`config.mk`:
```
export PLATFORM = sky130hd
export DESIGN_NAME = status_trigger_command_logic
export DESIGN_NICKNAME = d
export VERILOG_FILES = /design/src/core/trig_status_pkg.sv /design/src/core/status_trigger_command_logic.sv
export SDC_FILE = /design/constraint.sdc
export NUM_CORES = 1
export LEC_CHECK = 0
export ABC_AREA = 0
export BUFFER_PORTS_ARGS = -buffer_cell sky130_fd_sc_hd__buf_2
export CAP_MARGIN = 20
export CORE_MARGIN = 2
export CORE_UTILIZATION = 50
export DETAILED_ROUTE_END_ITERATION = 16
export HOLD_SLACK_MARGIN = 0.12
export PLACE_DENSITY = 0.67
export SYNTH_ARGS = -nofsm -noshare
export SYNTH_HDL_FRONTEND = slang
export SYNTH_SLANG_ARGS = --single-unit
```
`constraint.sdc`:
```
create_clock -name clk -period 26.4 [get_ports clk]
set_input_delay 1.32 -clock clk [delete_from_list [all_inputs] [get_ports clk]]
set_output_delay 1.32 -clock clk [all_outputs]
set_load 0.05 [all_outputs]
```
`src/core/trig_status_pkg.sv`:
```
package trig_status_pkg;

  // Bus shape
  localparam int ADDR_W = 8;
  localparam logic [ADDR_W-1:0] OFF_COMMAND = 8'h00;
  localparam logic [ADDR_W-1:0] OFF_HOLDOFF = 8'h04;
  localparam logic [ADDR_W-1:0] OFF_RUN_STATE = 8'h08;
  localparam logic [ADDR_W-1:0] OFF_TRIG_ACTION = 8'h0c;
  localparam logic [ADDR_W-1:0] OFF_TRIG_TEXT = 8'h10;
  localparam logic [ADDR_W-1:0] OFF_EVENT_ENABLE = 8'h14;
  localparam logic [ADDR_W-1:0] OFF_EVENT_STATUS = 8'h18;
  localparam logic [ADDR_W-1:0] OFF_STATUS_BYTE = 8'h1c;
  localparam logic [ADDR_W-1:0] OFF_OPER_EVENT = 8'h20;
  localparam logic [ADDR_W-1:0] OFF_QUES_EVENT = 8'h24;
  localparam logic [ADDR_W-1:0] OFF_ERR_COUNT = 8'h28;
  localparam logic [ADDR_W-1:0] OFF_VERSION = 8'h2c;
  localparam logic [ADDR_W-1:0] OFF_ENABLE_DEC = 8'h30;
  localparam logic [ADDR_W-1:0] OFF_ENABLE_HEX = 8'h34;
  localparam logic [ADDR_W-1:0] OFF_ENABLE_OCT = 8'h38;
  localparam logic [ADDR_W-1:0] OFF_ENABLE_BIN = 8'h3c;
  localparam logic [ADDR_W-1:0] OFF_IRQ_STATUS = 8'h40;
  localparam logic [ADDR_W-1:0] OFF_IRQ_CLEAR = 8'h44;
  localparam logic [ADDR_W-1:0] OFF_IRQ_ENABLE = 8'h48;

  // Command codes written to the command register
  typedef enum logic [3:0] {
    CMD_CLEAR_STATUS, CMD_RESET, CMD_TRIGGER, CMD_CONT_ON, CMD_CONT_OFF,
    CMD_OPC, CMD_OPC_QUERY, CMD_ACTION_QUERY
  } command_t;

  // Holdoff codes: 0.0, 0.5 and 1.0 seconds
  typedef enum logic [1:0] {HOLD_FAST, HOLD_MEDIUM, HOLD_SLOW} holdoff_t;

  // Stored device-trigger actions; ACT_NONE is the zero-length block
  typedef enum logic [2:0] {
    ACT_NONE, ACT_INIT, ACT_INIT_WAIT_DATA, ACT_FETCH, ACT_READ, ACT_INIT_IMM
  } trig_action_t;
  localparam logic [2:0] ACT_LAST = 3'h5;

  typedef enum {RS_HOLD, RS_WAIT, RS_MEASURE} run_state_t;

  // Standard event bits
  localparam int EV_OPC = 0;
  localparam int EV_CME = 5;
  localparam int EV_PON = 7;
  localparam logic [7:0] EV_EXT_MASK = 8'h5e;

  // Status byte bits
  localparam int SB_EAV = 2;
  localparam int SB_QSB = 3;
  localparam int SB_MAV = 4;
  localparam int SB_ESB = 5;
  localparam int SB_OSB = 7;

  // Interrupt status bits
  localparam int IRQ_W = 4;
  localparam int IRQ_MEAS_DONE = 0;
  localparam int IRQ_TRIGGER = 1;
  localparam int IRQ_REJECT = 2;
  localparam int IRQ_ESB_RISE = 3;

  // Reset values and limits
  localparam holdoff_t HOLDOFF_RST = HOLD_FAST;
  localparam trig_action_t ACTION_RST = ACT_INIT_IMM;
  localparam logic [7:0] ENABLE_POR = 8'h00;
  localparam logic [4:0] ERR_MAX = 5'h1e;
  localparam logic [7:0] ENABLE_MAX = 8'hff;

  // Version answer, BCD year and digit; the value is arbitrary
  localparam logic [15:0] VERSION_YEAR_DEF = 16'h2000;
  localparam logic [3:0] VERSION_REV_DEF = 4'h0;

  // Timing
  localparam int CLK_HZ = 100_000_000;
  localparam int HOLDOFF_MEDIUM_MS = 500;
  localparam int HOLDOFF_SLOW_MS = 1000;
  localparam int HOLDOFF_MEDIUM_CYC = (CLK_HZ / 1000) * HOLDOFF_MEDIUM_MS;
  localparam int HOLDOFF_SLOW_CYC = (CLK_HZ / 1000) * HOLDOFF_SLOW_MS;

endpackage

```
`src/core/status_trigger_command_logic.sv`:
```
// How it works
// - In continuous mode, measurements are spaced by fast, medium or slow holdoff.
// - Holdoff accepts only the three defined codes; others are rejected.
// - With continuous mode off the holdoff setting has no effect.
// - Reset or continuous off enters hold; only trigger, GET or continuous on restarts.
// - Version query answers year in four BCD digits plus one version digit.
// - Clear status empties error count and standard, operation, questionable events.
// - Clear status leaves settings and stored data untouched.
// - Clear status cancels pending operation-complete command and query.
// - Clear status right after a terminator also flushes the output queue.
// - Clear status drops the displayed error and any open menu.
// - Trigger action is stored, run on GET or trigger, returned as block.
// - Zero-length trigger action makes GET and trigger do nothing.
// - Unused event enable bits are discarded on write and read as zero.
// - Status byte bit 5 is OR of enabled standard event bits.
// - Event enable takes 0 to 255, clears at power-on, survives reset.
// - Event enable can be written in decimal, hex, octal or binary digits.
// - Standard event bits in EV_EXT_MASK set on condition rising edge and stay until read.
// - Event register clears on clear status, read and power-on; then records power-on.
// - Event register reads as 0 to 255 with unused bits zero.
`timescale 1ns/1ps
`default_nettype none

module status_trigger_command_logic
  import trig_status_pkg::*;
#(
  parameter int HOLD_MED_CYC = HOLDOFF_MEDIUM_CYC,
  parameter int HOLD_SLOW_CYC = HOLDOFF_SLOW_CYC,
  parameter logic [15:0] VERSION_YEAR = VERSION_YEAR_DEF,
  parameter logic [3:0] VERSION_REV = VERSION_REV_DEF
) (
  // Clock and reset
  input wire logic clk,
  input wire logic reset,
  // APB slave
  input wire logic psel,
  input wire logic penable,
  input wire logic pwrite,
  input wire logic [ADDR_W-1:0] paddr,
  input wire logic [31:0] pwdata,
  output logic [31:0] prdata,
  output logic pready,
  output logic pslverr,
  // Remote interface events
  input wire logic get_msg,
  input wire logic msg_term,
  input wire logic mav,
  output logic out_queue_flush,
  output logic opc_reply,
  // Measurement core
  input wire logic measure_done,
  output logic measure_start,
  output logic trigger_fire,
  output logic [2:0] trigger_action,
  // Status sources
  input wire logic [7:0] event_cond,
  input wire logic [15:0] oper_event,
  input wire logic [15:0] ques_event,
  // Front panel and summaries
  output logic clear_display,
  output logic event_summary,
  output logic irq
);

  typedef struct packed {
    run_state_t st;
    logic cont;
    holdoff_t holdoff;
    logic [31:0] wait_cnt;
    trig_action_t action;
    logic [4:0] text_ptr;
    logic [7:0] ese;
    logic [7:0] esr;
    logic [7:0] cond_q;
    logic pon_pending;
    logic [15:0] oper_ev;
    logic [15:0] ques_ev;
    logic [4:0] err_count;
    logic opc_pend;
    logic opcq_pend;
    logic after_term;
    logic [IRQ_W-1:0] irq_status;
    logic [IRQ_W-1:0] irq_enable;
    logic [31:0] prdata;
    logic pready;
    logic pslverr;
    logic irq;
    logic measure_start;
    logic trigger_fire;
    logic [2:0] trigger_action;
    logic out_queue_flush;
    logic clear_display;
    logic opc_reply;
    logic esb;
  } state_t;

  state_t s;
  state_t next_s;

  ////////////////////////////////////////////////////////////////////////////
  // Helpers

  function automatic logic [31:0] holdoff_cycles(input holdoff_t h);
    logic [31:0] c;
    case (h)
      HOLD_MEDIUM: c = 32'(HOLD_MED_CYC - 1);
      HOLD_SLOW: c = 32'(HOLD_SLOW_CYC - 1);
      default: c = 32'h0000_0000;
    endcase
    return c;
  endfunction

  // Eight digits, one per nibble, most significant first; bit 32 flags a bad digit
  function automatic logic [32:0] digits_value(input logic [31:0] d, input logic [4:0] radix);
    logic [31:0] v;
    logic bad;
    logic [3:0] dig;
    v = 32'h0000_0000;
    bad = 1'b0;
    for (int i = 7; i >= 0; i--) begin
      dig = d[4*i +: 4];
      if ({1'b0, dig} >= radix) begin
        bad = 1'b1;
      end
      v = 32'(v * {27'h0, radix}) + {28'h0, dig};
    end
    return {bad, v};
  endfunction

  // Byte i of the block answer, bit 8 marks the final newline sent with EOI
  function automatic logic [8:0] action_byte(input trig_action_t a, input logic [4:0] i);
    logic [8*21-1:0] txt;
    logic [8*21-1:0] sh;
    int n;
    txt = '0;
    n = 3;
    case (a)
      ACT_INIT: begin txt = (8*21)'("#14INIT\n"); n = 8; end
      ACT_INIT_WAIT_DATA: begin txt = (8*21)'("#216INIT:*WAI;:DATA?\n"); n = 21; end
      ACT_FETCH: begin txt = (8*21)'("#15FETC?\n"); n = 9; end
      ACT_READ: begin txt = (8*21)'("#15READ?\n"); n = 9; end
      ACT_INIT_IMM: begin txt = (8*21)'("#18INIT:IMM\n"); n = 12; end
      default: begin txt = (8*21)'("#0\n"); n = 3; end
    endcase
    sh = txt >> (8 * (n - 1 - int'(i)));
    return {(int'(i) == n - 1), sh[7:0]};
  endfunction

  ////////////////////////////////////////////////////////////////////////////
  // Next state

  always_comb begin
    logic setup, wr, rd, do_cls, do_rst, do_trg, cont_on, cont_off, reject, start, opc_set;
    logic [7:0] esr_set, esr_clr;
    logic [15:0] oper_clr, ques_clr;
    logic [IRQ_W-1:0] irq_ev, irq_clr;
    logic [32:0] num;
    logic [4:0] radix;
    logic [8:0] tb;
    setup = psel && !penable;
    wr = psel && penable && s.pready && pwrite;
    rd = psel && penable && s.pready && !pwrite;
    do_cls = 1'b0;
    do_rst = 1'b0;
    do_trg = get_msg;
    cont_on = 1'b0;
    cont_off = 1'b0;
    reject = 1'b0;
    start = 1'b0;
    opc_set = 1'b0;
    esr_set = 8'h00;
    esr_clr = 8'h00;
    oper_clr = 16'h0000;
    ques_clr = 16'h0000;
    irq_ev = '0;
    irq_clr = '0;
    num = '0;
    radix = 5'd10;
    tb = action_byte(s.action, s.text_ptr);

    next_s = s;
    next_s.pready = 1'b0;
    next_s.pslverr = 1'b0;
    next_s.measure_start = 1'b0;
    next_s.trigger_fire = 1'b0;
    next_s.out_queue_flush = 1'b0;
    next_s.clear_display = 1'b0;
    next_s.opc_reply = 1'b0;
    next_s.cond_q = event_cond;

    // Answer in the first access cycle; read data is a snapshot taken at setup
    if (setup) begin
      next_s.pready = 1'b1;
      next_s.prdata = 32'h0000_0000;
      case (paddr)
        OFF_COMMAND, OFF_ENABLE_DEC, OFF_ENABLE_HEX, OFF_ENABLE_OCT, OFF_ENABLE_BIN, OFF_IRQ_CLEAR:
          next_s.pslverr = !pwrite;
        OFF_HOLDOFF: next_s.prdata = {30'h0, s.holdoff};
        OFF_RUN_STATE: next_s.prdata = {27'h0, s.opcq_pend, s.opc_pend, s.st == RS_MEASURE,
                                        s.st == RS_HOLD, s.cont};
        OFF_TRIG_ACTION: next_s.prdata = {29'h0, s.action};
        OFF_TRIG_TEXT: next_s.prdata = {23'h0, tb};
        OFF_EVENT_ENABLE: next_s.prdata = {24'h0, s.ese};
        OFF_EVENT_STATUS: next_s.prdata = {24'h0, s.esr};
        OFF_STATUS_BYTE: next_s.prdata = {24'h0, |s.oper_ev, 1'b0, s.esb, mav, |s.ques_ev,
                                          s.err_count != 5'h00, 2'b00};
        OFF_OPER_EVENT: next_s.prdata = {16'h0, s.oper_ev};
        OFF_QUES_EVENT: next_s.prdata = {16'h0, s.ques_ev};
        OFF_ERR_COUNT: next_s.prdata = {27'h0, s.err_count};
        OFF_VERSION: next_s.prdata = {VERSION_YEAR, 12'h000, VERSION_REV};
        OFF_IRQ_STATUS: next_s.prdata = {28'h0, s.irq_status};
        OFF_IRQ_ENABLE: next_s.prdata = {28'h0, s.irq_enable};
        default: next_s.pslverr = 1'b1;
      endcase
      if (pwrite && paddr inside {OFF_RUN_STATE, OFF_TRIG_TEXT, OFF_EVENT_STATUS, OFF_STATUS_BYTE,
          OFF_OPER_EVENT, OFF_QUES_EVENT, OFF_ERR_COUNT, OFF_VERSION, OFF_IRQ_STATUS}) begin
        next_s.pslverr = 1'b1;
      end
    end

    // Read side effects clear only what was reported
    if (rd && !s.pslverr) begin
      case (paddr)
        OFF_EVENT_STATUS: esr_clr = s.prdata[7:0];
        OFF_OPER_EVENT: oper_clr = s.prdata[15:0];
        OFF_QUES_EVENT: ques_clr = s.prdata[15:0];
        OFF_TRIG_TEXT: next_s.text_ptr = tb[8] ? 5'h00 : s.text_ptr + 5'h01;
        default: ;
      endcase
    end

    if (wr && !s.pslverr) begin
      next_s.after_term = 1'b0;
      case (paddr)
        OFF_COMMAND: begin
          case (pwdata[3:0])
            CMD_CLEAR_STATUS: do_cls = 1'b1;
            CMD_RESET: do_rst = 1'b1;
            CMD_TRIGGER: do_trg = 1'b1;
            CMD_CONT_ON: cont_on = 1'b1;
            CMD_CONT_OFF: cont_off = 1'b1;
            CMD_OPC: next_s.opc_pend = 1'b1;
            CMD_OPC_QUERY: next_s.opcq_pend = 1'b1;
            CMD_ACTION_QUERY: next_s.text_ptr = 5'h00;
            default: reject = 1'b1;
          endcase
        end
        OFF_HOLDOFF: begin
          if (pwdata[31:2] == 30'h0 && pwdata[1:0] != 2'b11) begin
            next_s.holdoff = holdoff_t'(pwdata[1:0]);
          end else begin
            reject = 1'b1;
          end
        end
        OFF_TRIG_ACTION: begin
          if (pwdata[31:3] == 29'h0 && pwdata[2:0] <= ACT_LAST) begin
            next_s.action = trig_action_t'(pwdata[2:0]);
            next_s.text_ptr = 5'h00;
          end else begin
            reject = 1'b1;
          end
        end
        OFF_EVENT_ENABLE: next_s.ese = pwdata[7:0];
        OFF_ENABLE_DEC, OFF_ENABLE_HEX, OFF_ENABLE_OCT, OFF_ENABLE_BIN: begin
          case (paddr)
            OFF_ENABLE_HEX: radix = 5'd16;
            OFF_ENABLE_OCT: radix = 5'd8;
            OFF_ENABLE_BIN: radix = 5'd2;
            default: radix = 5'd10;
          endcase
          num = digits_value(pwdata, radix);
          if (!num[32] && num[31:0] <= {24'h0, ENABLE_MAX}) begin
            next_s.ese = num[7:0];
          end else begin
            reject = 1'b1;
          end
        end
        OFF_IRQ_CLEAR: irq_clr = pwdata[IRQ_W-1:0];
        OFF_IRQ_ENABLE: next_s.irq_enable = pwdata[IRQ_W-1:0];
        default: ;
      endcase
    end

    if (msg_term) begin
      next_s.after_term = 1'b1;
    end

    if (reject) begin
      irq_ev[IRQ_REJECT] = 1'b1;
      if (s.err_count != ERR_MAX) begin
        next_s.err_count = s.err_count + 5'h01;
      end
    end

    // run stored action on GET or trigger
    if (do_trg && s.action != ACT_NONE) begin
      next_s.trigger_fire = 1'b1;
      next_s.trigger_action = s.action;
      irq_ev[IRQ_TRIGGER] = 1'b1;
    end

    if (cont_on) begin
      next_s.cont = 1'b1;
    end

    // Measurement pacing
    case (s.st)
      RS_HOLD: begin
        start = cont_on || (do_trg && s.action != ACT_NONE);
      end
      RS_WAIT: begin
        if (s.wait_cnt == 32'h0000_0000 || (do_trg && s.action != ACT_NONE)) begin
          start = 1'b1;
        end else begin
          next_s.wait_cnt = s.wait_cnt - 32'h0000_0001;
        end
      end
      RS_MEASURE: begin
        if (measure_done) begin
          irq_ev[IRQ_MEAS_DONE] = 1'b1;
          opc_set = s.opc_pend;
          next_s.opc_pend = 1'b0;
          next_s.opc_reply = s.opcq_pend;
          next_s.opcq_pend = 1'b0;
          if (s.cont) begin
            next_s.st = RS_WAIT;
            next_s.wait_cnt = holdoff_cycles(s.holdoff);
          end else begin
            next_s.st = RS_HOLD;
          end
        end
      end
      default: next_s.st = RS_HOLD;
    endcase
    if (start) begin
      next_s.st = RS_MEASURE;
      next_s.measure_start = 1'b1;
    end

    // reset and continuous off enter hold
    if (do_rst || cont_off) begin
      next_s.st = RS_HOLD;
      next_s.cont = 1'b0;
      next_s.measure_start = 1'b0;
    end
    if (do_rst) begin
      next_s.holdoff = HOLDOFF_RST;
      next_s.action = ACTION_RST;
      next_s.text_ptr = 5'h00;
      next_s.opc_pend = 1'b0;
      next_s.opcq_pend = 1'b0;
    end

    if (do_cls) begin
      esr_clr = 8'hff;
      oper_clr = 16'hffff;
      ques_clr = 16'hffff;
      next_s.err_count = 5'h00;
      next_s.opc_pend = 1'b0;
      next_s.opcq_pend = 1'b0;
      opc_set = 1'b0;
      next_s.opc_reply = 1'b0;
      next_s.out_queue_flush = s.after_term;
      next_s.clear_display = 1'b1;
    end

    // rising condition sets; set wins over clear
    esr_set = (event_cond & ~s.cond_q) & EV_EXT_MASK;
    esr_set[EV_OPC] = opc_set;
    esr_set[EV_CME] = reject;
    // power-on bit recorded after the power-on clear
    esr_set[EV_PON] = s.pon_pending;
    next_s.pon_pending = 1'b0;
    next_s.esr = (s.esr & ~esr_clr) | esr_set;
    next_s.oper_ev = (s.oper_ev & ~oper_clr) | oper_event;
    next_s.ques_ev = (s.ques_ev & ~ques_clr) | ques_event;

    next_s.esb = |(next_s.esr & next_s.ese);
    irq_ev[IRQ_ESB_RISE] = next_s.esb && !s.esb;

    next_s.irq_status = (s.irq_status & ~irq_clr) | irq_ev;
    next_s.irq = |(next_s.irq_status & next_s.irq_enable);
  end

  ////////////////////////////////////////////////////////////////////////////
  // State register

  always_ff @(posedge clk) begin
    if (reset) begin
      s <= '0;
      s.st <= RS_HOLD;
      s.holdoff <= HOLDOFF_RST;
      s.action <= ACTION_RST;
      s.ese <= ENABLE_POR;
      s.esr <= 8'h00;
      s.pon_pending <= 1'b1;
    end else begin
      s <= next_s;
    end
  end

  assign prdata = s.prdata;
  assign pready = s.pready;
  assign pslverr = s.pslverr;
  assign out_queue_flush = s.out_queue_flush;
  assign opc_reply = s.opc_reply;
  assign measure_start = s.measure_start;
  assign trigger_fire = s.trigger_fire;
  assign trigger_action = s.trigger_action;
  assign clear_display = s.clear_display;
  assign event_summary = s.esb;
  assign irq = s.irq;

endmodule // status_trigger_command_logic

`default_nettype wire

```
Word-level counts from Yosys, hierarchy flattened

Cells that the tools add are included.

Register bits: 191
Input port bits: 89
Output and inout bits: 44
Word-level logic and storage cells: 279

$add $sub $neg: 12
Multiply operators: 7
Magnitude comparators: 10
Equal/unequal tests: 43
Shift-type cells: 1
Muxes and demuxes: 98
Bitwise operators: 21
Reductions and logical operators: 57

Operators by type and width:

| cell                  | number |
|---|---|
| $pmux W166 S5         | 1 |
| $pmux W30 S13         | 1 |
| $shr A168 B32 Y8      | 1 |
| $mux W32              | 4 |
| $pmux W32 S2          | 2 |
| $add A32 B4 Y32       | 3 |
| $logic_not A32 Y1     | 3 |
| $mux W16              | 6 |
| $mux W93              | 1 |
| $eq A8 B6 Y1 const B  | 8 |
| $mul A32 B5 Y32       | 2 |
| $pmux W27 S2          | 1 |
| $mux W1               | 47 |
| $mux W5               | 9 |
| $ge A4 B5 Y1          | 8 |
| $mux W34              | 1 |
| $and A16 B16 Y16      | 2 |
| $eq A32 B1 Y1 const B | 1 |
| $eq A32 B2 Y1 const B | 1 |
| $eq A32 B3 Y1 const B | 1 |
| $eq A8 B5 Y1 const B  | 4 |
| $le A32 B8 Y1 const B | 1 |
| $mul A28 B5 Y32       | 1 |
| $mux W8               | 4 |
| 72 further kinds      | 136 |

Longest topological paths before layout

Depth after elaboration: 32
Depth in mapped cells: 93

Least setup slack after synthesis

No wires, ideal clock.

Path kind: input to register
Start point: in paddr[7]
End point: reg s[51] in the netlist's numbering
Setup time: 0.088 ns
Arrival time: 19.885 ns
Required time: 26.312 ns
Setup slack: 6.427 ns
Stages: 87
Cells stage by stage: nor2_1 -> nand3_1 -> nor2_1 -> o21a_1 -> clkbuf_1 -> inv_1 -> clkbuf_1 -> clkbuf_1 -> and2_1 -> ha_1 -> ha_1 -> ha_1 -> ha_1 -> a21oi_1 -> xnor2_1 -> nand2b_1 -> fa_1 -> inv_1 -> (+51 left out) -> fa_1 -> ha_1 -> ha_1 -> a21oi_1 -> nor2_1 -> nor3_1 -> o2111ai_1 -> a2111oi_4 -> nand3_1 -> nor3_1 -> nand4_1 -> nor4_4 -> o211ai_4 -> and2_4 -> buf_6 -> a221oi_4 -> nor2_2 -> a311oi_2

Cells in the longest elaborated chain, start to end: 28
Elaborated cells between the ends (all ways): 72
Classes of those cells: add/sub: 7; mul: 7; order compare: 9; eq/ne: 9; mux: 27; bitwise: 7; reduce/logical: 6

Ends and longest elaborated chain:

| element              | line                                                                     | RTL |
|---|---|---|
| from (decl)          | status_trigger_command_logic.sv:39                                       | `input wire logic [ADDR_W-1:0] paddr,` |
| $eq A8 B6 Y1         | status_trigger_command_logic.sv:234, status_trigger_command_logic.sv:265 |  |
| $pmux W5 S3          | status_trigger_command_logic.sv:265                                      | `case (paddr)` |
| $mux W5              | status_trigger_command_logic.sv:234                                      | `case (paddr)` |
| $mux W5              | status_trigger_command_logic.sv:232                                      | `if (wr && !s.pslverr) begin` |
| $mul A4 B5 Y9        | status_trigger_command_logic.sv:125                                      | `v = 32'(v * {27'h0, radix}) + {28'h0, dig};` |
| $add A9 B4 Y10       | status_trigger_command_logic.sv:125                                      |  |
| $mul A10 B5 Y15      | status_trigger_command_logic.sv:125                                      |  |
| $add A15 B4 Y16      | status_trigger_command_logic.sv:125                                      |  |
| (+12 left out)       | -                                                                        |  |
| $mux W1              | status_trigger_command_logic.sv:272                                      | `if (!num[32] && num[31:0] <= {24'h0, ENABLE_MAX}) begin` |
| $pmux W1 S4          | status_trigger_command_logic.sv:234                                      |  |
| $mux W1              | status_trigger_command_logic.sv:232                                      |  |
| $or A8 B8 Y8         | status_trigger_command_logic.sv:374                                      | `next_s.esr = (s.esr & ~esr_clr) \| esr_set;` |
| $and A8 B8 Y8        | status_trigger_command_logic.sv:378                                      | `next_s.esb = \|(next_s.esr & next_s.ese);` |
| $reduce_or A8 Y1     | status_trigger_command_logic.sv:378                                      |  |
| $logic_and A1 B1 Y1  | status_trigger_command_logic.sv:379                                      | `irq_ev[IRQ_ESB_RISE] = next_s.esb && !s.esb;` |
| $or A4 B4 Y4 (*)     | status_trigger_command_logic.sv:381                                      | `next_s.irq_status = (s.irq_status & ~irq_clr) \| irq_ev;` |
| to (signal assigned) | status_trigger_command_logic.sv:398                                      | `s <= next_s;` |
| to (decl)            | status_trigger_command_logic.sv:97                                       | `state_t s;` |

Mark *: on every way between the ends. The rest lies on a longest branch, timed or not. The select of a mux whose other input is x is not followed.
A chain may end at the register's enable or synchronous reset.

Worst setup path in the final report

Start point: in paddr[7]
End point: reg s, in the netlist irq

Cells in the longest elaborated chain, start to end: 30
Elaborated cells between the ends (all ways): 82
Classes of those cells: add/sub: 7; mul: 7; order compare: 9; eq/ne: 10; mux: 33; bitwise: 8; reduce/logical: 8

Ends and longest elaborated chain:

| element              | line                                                                     | RTL |
|---|---|---|
| $eq A8 B6 Y1         | status_trigger_command_logic.sv:234, status_trigger_command_logic.sv:265 |  |
| $pmux W5 S3          | status_trigger_command_logic.sv:265                                      |  |
| $mux W5              | status_trigger_command_logic.sv:234                                      |  |
| $mux W5              | status_trigger_command_logic.sv:232                                      |  |
| $mul A4 B5 Y9        | status_trigger_command_logic.sv:125                                      |  |
| $add A9 B4 Y10       | status_trigger_command_logic.sv:125                                      |  |
| $mul A10 B5 Y15      | status_trigger_command_logic.sv:125                                      |  |
| $add A15 B4 Y16      | status_trigger_command_logic.sv:125                                      |  |
| (+14 left out)       | -                                                                        |  |
| $mux W1              | status_trigger_command_logic.sv:232                                      |  |
| $or A8 B8 Y8         | status_trigger_command_logic.sv:374                                      |  |
| $and A8 B8 Y8        | status_trigger_command_logic.sv:378                                      |  |
| $reduce_or A8 Y1     | status_trigger_command_logic.sv:378                                      |  |
| $logic_and A1 B1 Y1  | status_trigger_command_logic.sv:379                                      |  |
| $or A4 B4 Y4         | status_trigger_command_logic.sv:381                                      |  |
| $and A4 B4 Y4 (*)    | status_trigger_command_logic.sv:382                                      | `next_s.irq = \|(next_s.irq_status & next_s.irq_enable);` |
| $reduce_or A4 Y1 (*) | status_trigger_command_logic.sv:382                                      |  |

Marks and branches as above.

==> metrics.md <==
| Metric | Value |
|---|---|
| Avg WL per Cell | `around 16 um` |
| Maximum clock insertion buffer count | `2` |
| Async SR Flop Fraction | `0%` |
| Hold WC Path Type | `register to register` |
| I/O Pins | `133` |
| Buffer count from post-CTS setup fixing | `0` |
| Largest net degree at the start of global routing | `approximately 110` |
| Post-CTS sizing | `0` |
| Layout area overhead | `6.48%` |
| Die area | `52,400 um2` |
| Root Buffer | `clkbuf_16` |
| Setup TNS | `0 ps` |
| Register area share after synthesis | `11.4%` |
| RSZ-0062 raised after global routing | `false` |
| Starting Density | `around half` |
| Layout Skew | `between 10 and 15 ps` |
| Crit Path Max Fanout | `44` |
| Grt total ovfl | `0` |
| Area after DPL | `approximately 26,000 um2` |
| Hold-fix buffers, CTS | `0` |
| Max-slew violation count | `0` |
| Drt total wl | `around 66,000 um` |
| Wire length of the first global-routing pass | `approximately 110,000 um` |
| GRT Util Overall | `about a quarter` |
| Crit path required time | `~27,000 ps` |
| Final Cell Area | `roughly 27,000 um2` |
| Antenna violations before repair | `12` |
| Crit-path max cell delay | `between 500 and 600 ps` |
| Share of the synthesized area in the top cell type | `between 20% and 30%` |
| Post-DP HPWL | `~52,000 um` |
| Count of clock tree sinks | `144` |
| # nets final | `between 4,000 and 5,000` |
| Routed Antenna Nets | `0` |
| Leading area contributor after synthesis | `ha_1` |
| H-tree depth | `4` |
| Ys flop type | `dfxtp_1` |
| Final worst path period share | `84.9%` |
| Worst r2r src | `s[123]` |
| CP startpoint kind | `input port` |
| Hold_ws | `around 460 ps` |
| Vias in the first global route | `22,200` |
| Layout filler cell count | `between 4,000 and 5,000` |
| Share of cells above drive strength 1 | `under 10%` |
| Status | `completed` |
| Number of synthesized register bits | `around 140` |
| Yosys cell types | `95` |
| Largest cells by area after synthesis | `ha_1 (24%), dfxtp_1 (11%), fa_1 (10%)` |
| Yosys warns | `0` |
| Pin slew with the least headroom to its limit | `around 1100 ps` |
| Final setup viols | `0` |
| Hold path start | `s[52]` |
| Max_cap viols | `0` |
| Number of synthesized flops with an enable pin | `0` |
| Clock buffers created by TritonCTS | `17` |
| Synthesized instance count | `between 3,000 and 4,000` |
| DR iter-0 viols | `~1,600` |
| Drt pass-1 iters | `8` |
| Synth Cell Area | `about 25,000 um2` |
| Min cycle time layout | `approximately 22,000 ps` |
| Die Y | `229 um` |
| Worst-Skew Late Latency | `~430 ps` |
| Fmax achieved | `44.6 MHz` |
| Critical path class | `input port to register` |
| Average size of a mapped cell | `between 7 and 8 um2` |
| Worst setup path startpoint | `paddr[7]` |
| Critical Path AT | `roughly 23,000 ps` |
| CTS tree | `yes` |
| Vias per cell | `roughly 5.7` |
| Drc violations | `0` |
| Clk slew on worst S/H paths | `about 60 ps` |
| DR vias | `23,200` |
| Placer Congestion | `around 0.93` |
| Crit-path most repeated cell | `ha_1` |
| Rel. slew slack | `about a quarter` |
| Core area | `roughly 50,000 um2` |
| Port-buffer cells | `~110` |
| Die width | `229 um` |
| Row cnt | `roughly 80` |
| Hold Violations, Final | `0` |
| Worst Setup End Kind | `register` |
| Crit-path slowest cell | `fa_1` |
## cells in the mapped netlist, types with 56 or more instances
| master | count |
|---|---|
| nand2_1 | 184 |
| fa_1 | 129 |
| ha_1 | 484 |
| xor2_1 | 56 |
| nand2b_1 | 108 |
| clkbuf_1 | 95 |
| nor3_1 | 71 |
| and2_1 | 67 |
| dfxtp_1 | 144 |
| a21oi_1 | 191 |
| o21ai_0 | 130 |
| nor2_1 | 478 |
| xnor2_1 | 81 |
| inv_1 | 434 |
| nand3_1 | 72 |
## through the flow
step,util (%),setup slack (ps),instances
after CTS,53.5,3620,4053
final,53.8,3980,4063
after detailed placement,52.3,3270,4021
after global placement,52.3,3400,4020
after global routing,53.8,2680,4062
after floorplan,-,6430,3364
## state kept, by name (all words and copies together) (netlist names)
name	flops
s	115
prdata	17
trigger_action	3
clear_display	1
event_summary	1
irq	1
measure_start	1
opc_reply	1
out_queue_flush	1
pready	1
pslverr	1
trigger_fire	1
## layout by cell type, fill, tap and decap left out, types with 8 or more instances in the layout
cell / n
o21ai_0: 130
nand3b_1: 10
a31oi_1: 46
nor4_1: 33
ha_1: 484
o21a_1: 17
dfxtp_1: 144
a311oi_1: 8
fa_1: 129
a221oi_1: 16
or2_2: 18
o211ai_1: 14
nor3_1: 71
mux2i_1: 9
xor2_1: 56
nand4_1: 15
nor2_1: 477
and3_1: 44
and2_1: 67
a21o_1: 46
conb_1: 15
nand2b_1: 108
a21oi_1: 191
nand3_1: 72
clkbuf_16: 17
or3_1: 15
nor2b_1: 26
buf_2: 113
a211oi_1: 25
inv_1: 433
o21bai_1: 27
a22oi_1: 29
o22ai_1: 17
xnor2_1: 81
o31ai_1: 12
a222oi_1: 9
buf_4: 27
nand2_1: 183
## worst max-delay path, delay by kind of cell
family	cells	cell delay [ps]
xor+xnor	5	1160
simple gates	25	5120
compound gates	21	4940
buf+inv	10	1240
fa+ha+maj	25	8910
## final cells by class
cell class / instances / area [um2] / share of cell area, %
multi-input cells: 2629 / 20100 / 74.6
clock buffers: 20 / 457 / 1.70
inverters: 437 / 1640 / 6.10
well taps: 672 / 841 / 3.12
diodes: 5 / 12.5 / 0.0465
clock inverters: 12 / 148 / 0.548
repair buffers: 144 / 866 / 3.22
flip-flops and latches: 144 / 2880 / 10.7
## cell families (layout without fill, tap and decap cells)
family / after synthesis / in the layout / synth area share [%]
compound gates: 675 / 675 / 17.5
xor+xnor: 137 / 137 / 4.75
fa+ha+maj: 613 / 613 / 34.2
buf+inv: 591 / 613 / 9.52
flops: 144 / 144 / 11.4
mux: 12 / 12 / 0.490
other cells: 1 / 20 / 0.0148
simple gates: 1177 / 1177 / 22.2
## worst paths after layout
path                           to  slack, ps  cells after the start
hold / removal    out_queue_flush        460                      1
hold reg to reg   out_queue_flush        460                      1
setup / recovery              irq       3980                     86
setup reg to reg        prdata[1]      21750                     18
## per-layer routing
layer / wire length [um] / GRT usage [%] / up-vias
li1: - / - / 11500
met5: 99 / 0 / -
met3: 3620 / 3.07 / 122
met4: 1770 / 6.88 / 14
met1: 28800 / 31.4 / 11000
met2: 31600 / 42.9 / 619
Power is left out: the tool's default activity adds up to more than one toggle a clock period on the data nets, which glitch-free logic cannot reach.
